<file path="src/rtl/eee_map.svh">
// register offsets, field positions and reset values of the low-power idle register bank
`ifndef EEE_MAP_SVH
`define EEE_MAP_SVH
`define EEE_ADDR_W            16
`define EEE_DATA_W            16
`define EEE_OFF_PCS_CTRL      16'h1000
`define EEE_OFF_CAPABILITY    16'h1014
`define EEE_OFF_WAKE_FAULT    16'h1016
`define EEE_OFF_ADVERTISE     16'h203c
`define EEE_OFF_PARTNER       16'h203d
`define EEE_OFF_IRQ_STATUS    16'h2100
`define EEE_OFF_IRQ_MASK      16'h2101
`define EEE_BIT_SOFT_RESET    15
`define EEE_BIT_RX_STOPPABLE  10
`define EEE_BIT_LPI_FAST      1
`define EEE_BIT_LPI_GIGABIT   2
`define EEE_CAP_FAST_RST      1'h1
`define EEE_CAP_GIGABIT_RST   1'h0
`define EEE_ZERO16            16'h0000
`define EEE_ONES16            16'hffff
`define EEE_IRQ_W             3
`define EEE_IRQ_WAKE_FAULT    0
`define EEE_IRQ_SATURATED     1
`define EEE_IRQ_PARTNER_CHG   2
`endif

</file>
<file path="src/rtl/eee_pkg.sv">
// types shared by the low-power idle register bank
package eee_pkg;
   typedef logic [15:0] eee_word_t;
   typedef struct packed {
      logic [15:0] addr;
      logic [15:0] wdata;
      logic        wr;
      logic        rd;
   } eee_bus_s;
   typedef struct packed {
      logic partner_chg;
      logic saturated;
      logic wake_fault;
   } eee_irq_s;
endpackage

</file>
<file path="src/rtl/eee_fault_counter.sv">
// saturating, clear-on-read wake fault counter
`timescale 1ns/1ps
`default_nettype none
`include "eee_map.svh"
module eee_fault_counter
   import eee_pkg::*;
#(
   parameter int WIDTH = 16
) (
   // clock and reset
   input  wire logic             clk,
   input  wire logic             rst_n,
   // controls
   input  wire logic             fault,
   input  wire logic             clear_read,
   input  wire logic             soft_clear,
   // state
   output logic      [WIDTH-1:0] count,
   output logic                  at_max
);
   logic [WIDTH-1:0] count_q;
   logic [WIDTH-1:0] count_d;

   assign at_max = &count_q;
   assign count  = count_q;

   always_comb begin
      count_d = count_q;
      if (soft_clear) begin
         count_d = '0;
      end else if (clear_read) begin
         // a fault beside the clearing read survives as one
         count_d = fault ? WIDTH'(1) : '0;
      end else if (fault && !at_max) begin
         count_d = count_q + WIDTH'(1);
      end
   end

   always_ff @(posedge clk or negedge rst_n) begin
      if (!rst_n) begin
         count_q <= '0;
      end else begin
         count_q <= count_d;
      end
   end
endmodule // eee_fault_counter
`default_nettype wire

</file>
<file path="src/rtl/eee_regs.sv">
// low-power idle capability, advertisement, partner ability and wake fault register bank
//
// Contract
// - capability bit 1 reads one
// - gigabit bit and reserved bits read zero
// - count each wake sequence fault
// - reading the counter clears it afterwards
// - counter holds at all ones
// - soft reset clears the counter
// - advertise bit 1 writable, resets zero
// - partner ability bit reflects remote advertisement
// - soft reset bit self clears, resets bank; the code leaves the interrupt status and mask unchanged
// - soft reset spares vendor registers
`timescale 1ns/1ps
`default_nettype none
`include "eee_map.svh"
module eee_regs
   import eee_pkg::*;
#(
   parameter int CNT_W = `EEE_DATA_W
) (
   // clock and reset (reset held until both supplies have ramped)
   input  wire logic        CLK,
   input  wire logic        RST_N,
   // register port
   input  wire logic [15:0] ADDR,
   input  wire logic [15:0] WDATA,
   input  wire logic        WR,
   input  wire logic        RD,
   output logic      [15:0] RDATA,
   // link events
   input  wire logic        WAKE_FAULT,
   input  wire logic        PARTNER_LPI_FAST,
   // outputs to the link logic
   output logic             LPI_FAST_ADVERTISE,
   output logic             RX_CLOCK_STOPPABLE,
   output logic             SOFT_RESET_PULSE,
   output logic             IRQ
);
   ////////////////////////////////////////////////////////////////////////////////
   // reset release
   logic      rst_meta_q;
   logic      rst_sync_q;
   logic      rst_n;

   always_ff @(posedge CLK or negedge RST_N) begin
      if (!RST_N) begin
         rst_meta_q <= 1'b0;
         rst_sync_q <= 1'b0;
      end else begin
         rst_meta_q <= 1'b1;
         rst_sync_q <= rst_meta_q;
      end
   end
   assign rst_n = rst_sync_q;

   ////////////////////////////////////////////////////////////////////////////////
   // decode
   eee_bus_s  bus;
   logic      wr_ctrl;
   logic      wr_adv;
   logic      wr_mask;
   logic      rd_cnt;
   logic      rd_stat;

   assign bus     = '{addr: ADDR, wdata: WDATA, wr: WR, rd: RD};
   assign wr_ctrl = bus.wr && (bus.addr == `EEE_OFF_PCS_CTRL);
   assign wr_adv  = bus.wr && (bus.addr == `EEE_OFF_ADVERTISE);
   assign wr_mask = bus.wr && (bus.addr == `EEE_OFF_IRQ_MASK);
   assign rd_cnt  = bus.rd && (bus.addr == `EEE_OFF_WAKE_FAULT);
   assign rd_stat = bus.rd && (bus.addr == `EEE_OFF_IRQ_STATUS);

   ////////////////////////////////////////////////////////////////////////////////
   // soft reset: one-cycle pulse, the control bit itself never reads back as one
   logic      soft_q;
   logic      soft_set;

   assign soft_set = wr_ctrl && bus.wdata[`EEE_BIT_SOFT_RESET];

   always_ff @(posedge CLK or negedge rst_n) begin
      if (!rst_n) begin
         soft_q <= 1'b0;
      end else begin
         soft_q <= soft_set;
      end
   end
   assign SOFT_RESET_PULSE = soft_q;

   ////////////////////////////////////////////////////////////////////////////////
   // writable control bits; the interrupt mask sits outside the reset domain of
   // the soft reset, like vendor space
   logic      adv_q;
   logic      rx_stop_q;
   eee_irq_s  mask_q;

   always_ff @(posedge CLK or negedge rst_n) begin
      if (!rst_n) begin
         adv_q <= 1'b0;
      end else if (soft_q) begin
         adv_q <= 1'b0;
      end else if (wr_adv) begin
         adv_q <= bus.wdata[`EEE_BIT_LPI_FAST];
      end
   end

   always_ff @(posedge CLK or negedge rst_n) begin
      if (!rst_n) begin
         rx_stop_q <= 1'b0;
      end else if (soft_q) begin
         rx_stop_q <= 1'b0;
      end else if (wr_ctrl) begin
         rx_stop_q <= bus.wdata[`EEE_BIT_RX_STOPPABLE];
      end
   end

   always_ff @(posedge CLK or negedge rst_n) begin
      if (!rst_n) begin
         mask_q <= '0;
      end else if (wr_mask) begin
         mask_q <= bus.wdata[`EEE_IRQ_W-1:0];
      end
   end

   assign LPI_FAST_ADVERTISE = adv_q;
   assign RX_CLOCK_STOPPABLE = rx_stop_q;

   ////////////////////////////////////////////////////////////////////////////////
   // partner ability, reflected from the negotiation logic
   logic      partner_q;

   always_ff @(posedge CLK or negedge rst_n) begin
      if (!rst_n) begin
         partner_q <= 1'b0;
      end else if (soft_q) begin
         partner_q <= 1'b0;
      end else begin
         partner_q <= PARTNER_LPI_FAST;
      end
   end

   ////////////////////////////////////////////////////////////////////////////////
   // wake fault counter
   logic [CNT_W-1:0] cnt;
   logic             cnt_max;

   eee_fault_counter #(
      .WIDTH      (CNT_W)
   ) u_cnt (
      .clk        (CLK),
      .rst_n      (rst_n),
      .fault      (WAKE_FAULT),
      .clear_read (rd_cnt),
      .soft_clear (soft_q),
      .count      (cnt),
      .at_max     (cnt_max)
   );

   ////////////////////////////////////////////////////////////////////////////////
   // interrupt status: set wins over the clearing read
   eee_irq_s  stat_q;
   eee_irq_s  ev;

   assign ev.wake_fault  = WAKE_FAULT;
   assign ev.saturated   = WAKE_FAULT && cnt_max;
   assign ev.partner_chg = (PARTNER_LPI_FAST != partner_q) && !soft_q;

   always_ff @(posedge CLK or negedge rst_n) begin
      if (!rst_n) begin
         stat_q <= '0;
      end else if (rd_stat) begin
         stat_q <= ev;
      end else begin
         stat_q <= stat_q | ev;
      end
   end

   assign IRQ = |(stat_q & mask_q);

   ////////////////////////////////////////////////////////////////////////////////
   // read mux; unmapped addresses read zero
   eee_word_t rd_d;
   eee_word_t rdata_q;

   always_comb begin
      rd_d = `EEE_ZERO16;
      unique case (bus.addr)
         `EEE_OFF_PCS_CTRL: begin
            rd_d[`EEE_BIT_RX_STOPPABLE] = rx_stop_q;
         end
         `EEE_OFF_CAPABILITY: begin
            rd_d[`EEE_BIT_LPI_FAST]    = `EEE_CAP_FAST_RST;
            rd_d[`EEE_BIT_LPI_GIGABIT] = `EEE_CAP_GIGABIT_RST;
         end
         `EEE_OFF_WAKE_FAULT: begin
            rd_d = cnt;
         end
         `EEE_OFF_ADVERTISE: begin
            rd_d[`EEE_BIT_LPI_FAST] = adv_q;
         end
         `EEE_OFF_PARTNER: begin
            rd_d[`EEE_BIT_LPI_FAST] = partner_q;
         end
         `EEE_OFF_IRQ_STATUS: begin
            rd_d[`EEE_IRQ_W-1:0] = stat_q;
         end
         `EEE_OFF_IRQ_MASK: begin
            rd_d[`EEE_IRQ_W-1:0] = mask_q;
         end
         default: begin
            rd_d = `EEE_ZERO16;
         end
      endcase
   end

   // data stands only in the cycle after the read strobe
   always_ff @(posedge CLK or negedge rst_n) begin
      if (!rst_n) begin
         rdata_q <= `EEE_ZERO16;
      end else if (bus.rd) begin
         rdata_q <= rd_d;
      end else begin
         rdata_q <= `EEE_ZERO16;
      end
   end
   assign RDATA = rdata_q;
endmodule // eee_regs
`default_nettype wire

</file>
<file path="config.mk">
export PLATFORM = sky130hd
export DESIGN_NAME = eee_regs
export DESIGN_NICKNAME = d
export VERILOG_FILES = /design/src/rtl/eee_pkg.sv /design/src/rtl/eee_fault_counter.sv /design/src/rtl/eee_regs.sv
export VERILOG_INCLUDE_DIRS = /design/src /design/src/rtl
export SDC_FILE = /design/constraint.sdc
export NUM_CORES = 1
export LEC_CHECK = 0
export BUFFER_PORTS_ARGS = -buffer_cell sky130_fd_sc_hd__buf_4
export CAP_MARGIN = 20
export CORE_MARGIN = 2
export CORE_UTILIZATION = 40
export CTS_CLUSTER_DIAMETER = 80
export DETAILED_ROUTE_END_ITERATION = 10
export SLEW_MARGIN = 20
export SYNTH_ARGS = -nofsm -noshare
export SYNTH_HDL_FRONTEND = slang
export SYNTH_SLANG_ARGS = --single-unit
export TNS_END_PERCENT = 20
</file>
<file path="constraint.sdc">
create_clock -name CLK -period 2.51 [get_ports CLK]
set_input_delay 0.3765 -clock CLK [delete_from_list [all_inputs] [get_ports CLK]]
set_output_delay 0.3765 -clock CLK [all_outputs]
set_load 0.005 [all_outputs]
</file>
# Word-level counts from Yosys, hierarchy flattened
# Index checks and enable logic that the tools add are counted.
[totals]
regBits = 44
latchBits = 0
ram_bits = 0
romBits = 0
in_bits = 38
output_inout_bits = 20
wordCells = 58
n_memories = 0
[classes]
n_addsub = 1
n_mul = 0
div = 0
magnitude_cmp = 0
eq_ne = 8
shifts = 0
muxes = 17
n_bitwise = 2
n_reduce_logical = 16
[op_table]
columns = ["cell", "count"]
rows = [
  ["$eq A16 B14 Y1 const B", 4],
  ["$mux W16", 4],
  ["$eq A16 B13 Y1 const B", 3],
  ["$add A16 B1 Y16 const B", 1],
  ["$reduce_and A16 Y1", 1],
  ["$logic_and A1 B1 Y1", 9],
  ["$mux W7", 1],
  ["$mux W1", 6],
  ["$pmux W1 S3", 2],
  ["$pmux W1 S6", 1],
  ["$mux W5", 1],
  ["$reduce_bool A2 Y1", 2],
  ["$and A3 B3 Y3", 1],
  ["$mux W3", 1],
  ["$or A3 B3 Y3", 1],
  ["$reduce_bool A3 Y1", 1],
  ["$reduce_or A3 Y1", 1],
  ["$logic_not A1 Y1", 2],
  ["$pmux W1 S2", 1],
  ["$ne A1 B1 Y1", 1],
]

# Depth between registers and ports, before layout
# Gate-level depths: netlist of run 1.
[depth]
depth_word = 6
ltp_mapped = 7
depth_no_buf = 6

# Modules after synthesis
# A second synthesis of run 1 with hierarchy kept.
[unflattened]
cells_unflattened = 208
hier_area_um2 = 2233.4
[by_module_without_submodules]
columns = ["mod", "instances", "cells_each", "area_each_um2", "seq_area_each_um2"]
rows = [
  ["eee_regs", 1, 107, 1268.7, 700.7],
  ["eee_fault_counter", 1, 101, 964.7, 400.4],
]

# Least setup slack after synthesis of run 1
# Ideal clock, no wire load.
[synth_path]
path_kind = "input to register"
startpoint = "input port ADDR[11]"
endpoint = "register u_cnt.count_q[11] (netlist: u_cnt.count[11])"
setup_time_ns = 0.119
t_arrival_ns = 1.520
required_time_ns = 2.391
path_slack_ns = 0.871
stages = 7
path_buffers = 2
path_cell_list = "nor4_1 -> and3_1 -> clkbuf_1 -> nand3_2 -> nand2b_2 -> buf_4 -> nor2_1"
[synth_via]
elab_chain_len = 4
elab_cells_between_ends = 5
classes_between = "eq/ne (1); mux (2); reduce/logical (2)"
[synth_rtl]
columns = ["item", "line_no", "rtl"]
rows = [
  ["start: declaration", "eee_regs.sv:26", "input wire logic [15:0] ADDR,"],
  ["$eq A16 B13 Y1 *", "n/a", ""],
  ["$logic_and A1 B1 Y1 *", "eee_regs.sv:70", "assign rd_cnt = bus.rd && (bus.addr == `EEE_OFF_WAKE_FAULT);"],
  ["$mux W16", "eee_fault_counter.sv:31", "end else if (clear_read) begin"],
  ["$mux W16", "eee_fault_counter.sv:29", "if (soft_clear) begin"],
  ["end signal: assignment", "eee_fault_counter.sv:43", "count_q <= count_d;"],
  ["end: declaration", "eee_fault_counter.sv:21", "logic [WIDTH-1:0] count_q;"],
]
# Mark *: on every way between the ends. The rest lies on a longest branch, timed or not.
# A chain may end at the register's enable or synchronous reset.

# Final worst setup path of run 1
[layout_path]
startpoint = "register u_cnt.count_q[0] (netlist: u_cnt.count[0])"
endpoint = "register u_cnt.count_q[1] (netlist: u_cnt.count[1])"
[layout_via]
elab_chain_len = 4
elab_cells_between_ends = 8
classes_between = "add/sub (1); mux (3); reduce/logical (4)"
[layout_rtl]
columns = ["item", "line_no", "rtl"]
rows = [
  ["$add A16 B1 Y16 or $reduce_and A16 Y1 (tied branches)", "eee_fault_counter.sv:35, eee_fault_counter.sv:24", ""],
  ["$mux W16 or $logic_not A1 Y1 (tied branches)", "eee_fault_counter.sv:34", "end else if (fault && !at_max) begin"],
  ["$mux W16 or $logic_and A1 B1 Y1 (tied branches)", "eee_fault_counter.sv:31, eee_fault_counter.sv:34", ""],
  ["$mux W16 or $reduce_bool A3 Y1 (tied branches)", "n/a", ""],
]
# Several ways; a longest one is shown, not always the timed one. The select of a mux whose other input is x is not followed.

==> results.json, run 1 <==
{
  "crit_path_cell_trace": "ha_1 > nand4_1 > nor4_4 > nand2b_1 > mux2i_1 > nor2_1",
  "path_buf_inv": 0,
  "cp_max_fo": 6,
  "vias_per_cell": 5.11,
  "synthAdderAreaFrac_pct": 0.595,
  "initial_utilization_pct": 41.4,
  "diodes": 0,
  "maxSlewHeadroom_pct": 40.2,
  "cp.arrival_ns": 2.07,
  "clk_pin_slew_worst_paths_ns": 0.08,
  "clock-sinks": 44,
  "critPathKind": "flop to flop",
  "hold_viol_final": 0,
  "cts_tree": "yes",
  "dp_slack_ns": 0.491,
  "power.density_nw_per_um2": 565,
  "slowest_stage": "dfrtp_1",
  "synth_top_family_by_area": "simple AND/OR/NAND/NOR gates",
  "port_buffers": 46,
  "synthMuxAreaShare_pct": 4.16,
  "r2r-end": "u_cnt.count[1]",
  "fin_tns_setup_ns": 0,
  "synth_area_per_cell_um2": 10.8,
  "finalSetupViolCount": 0,
  "max_stage_delay_ns": 0.45,
  "n_fill_cell": 485,
  "period_share_pct": 75.0,
  "cts_resized": 0,
  "drt-pass1-iter-count": 4,
  "dr_wl_met2_um": 2070,
  "layout_setup_ws_ns": 0.627,
  "r2r_start": "u_cnt.count[0]",
  "syn_area_um2": 2100,
  "status": "finished clean",
  "drt_iter0_drc": 79,
  "vias": 1610,
  "synth.yosys.warnings": 0,
  "gr-usage-all-layers_pct": 16.2,
  "grt_overflow": 0,
  "startpoint_type": "flop",
  "cts_root_buffer": "clkbuf_8",
  "synth-compound-area-share_pct": 7.32,
  "synthTopCellsByArea": "dfrtp_1, and2_1, nor2_1",
  "reg2reg_depth": 6,
  "clk_path_buf_depth": 2,
  "htree_levels": 2,
  "wl_per_cell_um": 13.8,
  "numCtsBuffers": 5,
  "routabilityCongestion": 0.776,
  "layout_commonest_cell": "buf_4",
  "synthToLayoutAreaGrowth_pct": 24.3,
  "ys_seq_area_share_pct": 52.3,
  "grt_pass1_wl_um": 7580,
  "route.detailed.drc": 0,
  "tightestPinTransition_ns": 0.897,
  "syn_inst": 195,
  "multi_input_area_um2": 967,
  "hold_start": "WDATA[0]",
  "dieArea_um2": 5850,
  "top_layer": "met4",
  "yosys.area_share.simple_pct": 29.1,
  "nets": 283,
  "worstPathRequired_ns": 2.69,
  "grt_max_degree": 43,
  "crit_family": "simple AND/OR/NAND/NOR gates",
  "hold_path_depth": 2,
  "dp_hpwl_um": 3190,
  "fin_crit_ns": 1.88,
  "synth_edf_count": 0,
  "hp-class": "input pin to flop",
  "drive_gt1_share_pct": 29.8,
  "rsz0062_at_grt": "no",
  "synth_area_leader_cell": "dfrtp_1",
  "max_clock_freq_mhz": 531,
  "regArea_um2": 1100,
  "antenna_found_initial": 0,
  "routed_wl_um": 4330,
  "power.static_leakage_nw": 1.19,
  "die_x_um": 76.5,
  "wl_met1_um": 2000,
  "synth_ff_type": "dfrtp_1",
  "wl_met3_um": 184,
  "ant_nets": 0,
  "ys_seq_elements": 44,
  "synthArstFlopShare_pct": 100,
  "regToRegSetupSlack_ns": 0.63,
  "ir_worst_vdd_uv": 203,
  "syn-num-nets": 234,
  "slew_violations": 0,
  "rows": 26,
  "fp.dieH_um": 76.5,
  "clk_latency_ns": 0.30,
  "first_global_vias": 1630,
  "synth_top_area_share_pct": 52.3,
  "fin_worst_skew_ns": 0.00631,
  "synth_xor_area_share_pct": 4.58,
  "drv_cap": 0,
  "holdPathEnd": "mask_q[0]",
  "cp-end-kind": "flop",
  "io_pins": 58,
  "ys_types": 45,
  "core-area_um2": 5070,
  "most-common-layout-cells": "buf_4, dfrtp_1, nor2_1"
}
-- worst reg2reg max path, delay by kind of cell (launching register included) --
family | cells | cell delay, ns
mux | 1 | 0.19
flops | 1 | 0.45
fa+ha+maj | 1 | 0.29
simple gates | 4 | 0.84
-- per-stage QoR --
stage | util, % | power [mW] | cell area, um2 | instances | hold WS [ns]
floorplan | - | 0.955 | 2100 | 195 | 0.0809
finish | 51.5 | 1.48 | 2610 | 315 | 0.301
detailed placement | 49.5 | 1.03 | 2510 | 306 | 0.159
CTS | 51.5 | 1.50 | 2610 | 315 | 0.294
global route | 51.5 | 1.56 | 2610 | 315 | 0.300
global placement | 49.5 | 1.02 | 2510 | 306 | 0.160
-- cells by family (layout without fill, tap and decap cells) --
logic type      count (synthesis)  count (layout)
xor+xnor                       11              11
compound gates                 21              21
mux                             8               8
other cells                     1               1
buf+inv                         7              57
simple gates                  102             102
fa+ha+maj                       1               1
flops                          44              44
-- layer usage --
layer | GRT usage, % | vias up
met5 | 0 | -
li1 | - | 793
met2 | 26.4 | 39
met4 | 7.09 | 0
met1 | 21.5 | 771
met3 | 2.61 | 7
-- cell usage after synthesis, types with 3 or more instances --
master     n
dfrtp_1   44
nor2_1    21
nand2_1   15
and2_1    13
nand3_1    8
xnor2_1    8
and3_1     6
mux2_2     6
nand2b_1   5
nand4_1    5
a21oi_1    4
nor3_1     4
a22oi_1    3
a31oi_1    3
nor3_2     3
nor4_1     3
xor2_1     3
-- registers in the layout (all words and copies together) (netlist names) --
register	count
SOFT_RESET_PULSE	1
LPI_FAST_ADVERTISE	1
rst_n	1
RDATA	16
partner_q	1
rst_meta_q	1
u_cnt.count	16
stat_q	3
RX_CLOCK_STOPPABLE	1
mask_q	3
-- worst max path at each step --
stage / start / end / slack [ns] / cells past startpoint
after detailed placement: ADDR[13] / u_cnt.count[0] / 0.49 / 6
after global routing: u_cnt.count[0] / u_cnt.count[1] / 0.52 / 6
after floorplan: ADDR[11] / u_cnt.count[11] / 0.87 / 7
after CTS: u_cnt.count[0] / u_cnt.count[1] / 0.63 / 6
after global placement: ADDR[13] / u_cnt.count[0] / 0.47 / 6
final: u_cnt.count[0] / u_cnt.count[1] / 0.63 / 6
-- layout make-up --
| cell class | instances | share of cell area, % |
|---|---|---|
| Tap cell | 70 | 3.35 |
| Inverter | 2 | 0.287 |
| Sequential cell | 44 | 42.2 |
| Clock inverter | 1 | 0.287 |
| Multi-Input combinational cell | 144 | 37.0 |
| Timing Repair Buffer | 47 | 13.6 |
| Clock buffer | 7 | 3.30 |
-- power breakdown --
group          switching [mW]  internal, mW
registers              0.0866         0.757
clock network           0.237         0.224
logic                  0.0769        0.0967
total                   0.401          1.08
-- what timing repair did --
action | in CTS | in global routing
endpoints found under the setup margin | 0 | 0
buffers inserted | 0 | 0
endpoints found under the hold margin | 2 | 0
hold buffers | 1 | 0
Power figures use the tool's default switching activity.
==> run 2: changes to the inputs <==
--- a/config.mk
+++ b/config.mk
@@ -6,12 +6,14 @@
 export SDC_FILE = /design/constraint.sdc
 export NUM_CORES = 1
 export LEC_CHECK = 0
+export ABC_AREA = 1
 export BUFFER_PORTS_ARGS = -buffer_cell sky130_fd_sc_hd__buf_4
 export CAP_MARGIN = 20
 export CORE_MARGIN = 2
 export CORE_UTILIZATION = 40
 export CTS_CLUSTER_DIAMETER = 80
 export DETAILED_ROUTE_END_ITERATION = 10
+export PLACE_DENSITY = 0.65
 export SLEW_MARGIN = 20
 export SYNTH_ARGS = -nofsm -noshare
 export SYNTH_HDL_FRONTEND = slang
==> constraint.sdc (replaced) <==
create_clock -name CLK -period 1.71 [get_ports CLK]
set_input_delay 0.2565 -clock CLK [delete_from_list [all_inputs] [get_ports CLK]]
set_output_delay 0.2565 -clock CLK [all_outputs]
set_load 0.005 [all_outputs]
==> run 2 against run 1 <==
  * Sequential share of layout area fell by 5.7 points
  * Highest routed layer unchanged
  * Wire length rose by 18%
  * Register-to-register slack got worse by 0.55 ns
  * Power increased by 47%
==> results.json, run 2 <==
{
  "period_share_pct": 95.7,
  "nets": 415,
  "layout_setup_ws_ns": 0.0740,
  "ys_seq_elements": 44,
  "layout_commonest_cell": "nand2_1",
  "most-common-layout-cells": "nand2_1, buf_4, nor2_1",
  "dieArea_um2": 6330,
  "clock-sinks": 44,
  "startpoint_type": "flop",
  "worstPathRequired_ns": 1.90,
  "finalSetupViolCount": 0,
  "critPathKind": "flop to flop",
  "io_pins": 58,
  "cp.arrival_ns": 1.83,
  "routabilityCongestion": 0.898,
  "route.detailed.drc": 0,
  "finalPower_mw": 2.17,
  "synth.yosys.warnings": 0,
  "busiest_layer": "met2",
  "synth_top_area_share_pct": 48.2,
  "cp_max_fo": 8,
  "numCtsBuffers": 5,
  "wl_per_cell_um": 11.4,
  "grt_max_degree": 28,
  "vias": 2066,
  "fin_cells": 449,
  "ys_seq_area_share_pct": 48.2,
  "clk_path_buf_depth": 2,
  "synth_area_leader_cell": "dfrtp_1",
  "synth_most_common_cell": "nand2_1",
  "htree_levels": 2,
  "regToRegSetupSlack_ns": 0.07,
  "rows": 27,
  "drt_iter0_drc": 102,
  "dp_hpwl_um": 3850,
  "hold_path_depth": 3,
  "antenna_found_initial": 0,
  "synth_common_cells": "nand2_1, nor2_1, dfrtp_1",
  "syn-num-nets": 343,
  "synth_ff_type": "dfrtp_1",
  "clk_latency_ns": 0.29,
  "power.static_leakage_nw": 1.55,
  "reg2reg_depth": 11,
  "synth_edf_count": 0,
  "ant_nets": 0,
  "post-route-util_pct": 54.9,
  "synthTopCellsByArea": "dfrtp_1, nand2_1, nor2_1",
  "crit_path_cell_trace": "ha_4 > nand2_2 > nor2_4 > nand2_4 > o21ai_4 > clkinv_4 > buf_4 > nand2_1 > nand2_1 > inv_1 > nor2_1",
  "cp-end-kind": "flop",
  "fp.dieH_um": 79.6,
  "ir_worst_vdd_uv": 513,
  "gr-usage-all-layers_pct": 17.6,
  "ys_types": 29,
  "max_stage_delay_ns": 0.40,
  "diodes": 0,
  "grtUsageMet2_pct": 28.2,
  "hold_viol_final": 0,
  "cts_tree": "yes",
  "use_met1_pct": 24.1,
  "cts_root_buffer": "clkbuf_8",
  "power.density_nw_per_um2": 717,
  "use_met3_pct": 3.05,
  "routed_wl_um": 5120,
  "r2r-end": "u_cnt.count[15]",
  "vias_per_cell": 4.60,
  "die_x_um": 79.6,
  "fin_crit_ns": 1.64,
  "grt_pass1_wl_um": 8820,
  "grt_overflow": 0,
  "syn_area_um2": 2280,
  "status": "finished clean",
  "drv_cap": 0,
  "r2r_start": "u_cnt.count[0]",
  "port_buffers": 46,
  "clk_pin_slew_worst_paths_ns": 0.08,
  "core-area_um2": 5510,
  "drive_gt1_share_pct": 25.7,
  "max_clock_freq_mhz": 611,
  "dp_slack_ns": 0.0821,
  "first_global_vias": 2005,
  "hold_start": "WDATA[0]",
  "slew_violations": 0,
  "synthToLayoutAreaGrowth_pct": 32.4,
  "syn_inst": 304,
  "path_common_cell": "nand2_1",
  "rsz0062_at_grt": "yes",
  "place_inst": 433,
  "hp-class": "input pin to flop",
  "fin_tns_setup_ns": 0,
  "synth_area_per_cell_um2": 7.51,
  "synthArstFlopShare_pct": 100,
  "drt-pass1-iter-count": 4,
  "slowest_stage": "dfrtp_1",
  "holdPathEnd": "mask_q[0]",
  "initial_utilization_pct": 41.5,
  "fin_worst_skew_ns": 0.00454
}
run 2: report_power, final:
part	switching [mW]	internal [mW]
sequential	0.0784	1.09
clock	0.345	0.323
combinational	0.165	0.164
run 2: timing repair:
| item | 4_1_cts | 5_1_grt |
|---|---|---|
| hold buffers | 1 | 0 |
| resized for setup | 0 | 11 |
| hold endpoints to repair | 2 | 0 |
| buffers inserted | 0 | 7 |
| endpoints found under the setup margin | 0 | 8 |
run 2: metrics by stage:
| stage | hold slack (ns) | cell area (um2) |
|---|---|---|
| 5_1_grt | 0.160 | 3020 |
| 4_1_cts | 0.158 | 2930 |
| 2_1_floorplan | -0.0391 | 2280 |
| 3_3_place_gp | 0.0396 | 2830 |
| 6_report | 0.158 | 3020 |
| 3_5_place_dp | 0.0403 | 2830 |
run 2: final cells by class:
cell class,count,area [um2]
clock buffer,6,82.6
timing repair buffer,68,546
fill,532,2480
clock inverter,2,10.0
inverter,42,163
tap,72,90.1
multi-input combinational,215,1030
sequential,44,1100
run 2: per-layer routing:
| metal | vias up | part of all wire, % |
|---|---|---|
| met4 | 0 | 1.4 |
| li1 | 1090 | - |
| met3 | 7 | 2.8 |
| met5 | - | 0 |
| met1 | 941 | 49 |
| met2 | 28 | 47 |
run 2: kinds of logic after synthesis:
group,after synthesis,synth area share (%)
compound gates,28,7.07
xor+xnor,3,1.15
fa+ha+maj,1,0.548
buf+inv,45,7.84
flops,44,48.2
other cells,1,0.164
simple gates,182,35.0
run 2: worst max path at each step:
stage,from,end,slack [ns],cells after the start
CTS,u_cnt.count[0],u_cnt.count[8],0.05,9
floorplan,u_cnt.count[0],u_cnt.count[11],0.10,9
global placement,u_cnt.count[0],u_cnt.count[8],0.11,8
finish,u_cnt.count[0],u_cnt.count[15],0.07,11
global route,u_cnt.count[1],u_cnt.count[10],-0.02,9
detailed placement,u_cnt.count[0],u_cnt.count[8],0.08,8
run 2: critical path, delay by kind of cell (launching register included):
family                     cells  cell delay, ns
AOI/OAI and AO/OA              1            0.18
adders and majority gates      1            0.16
buffers and inverters          3            0.33
DFF                            1            0.40
and+or+nand+nor                6            0.45
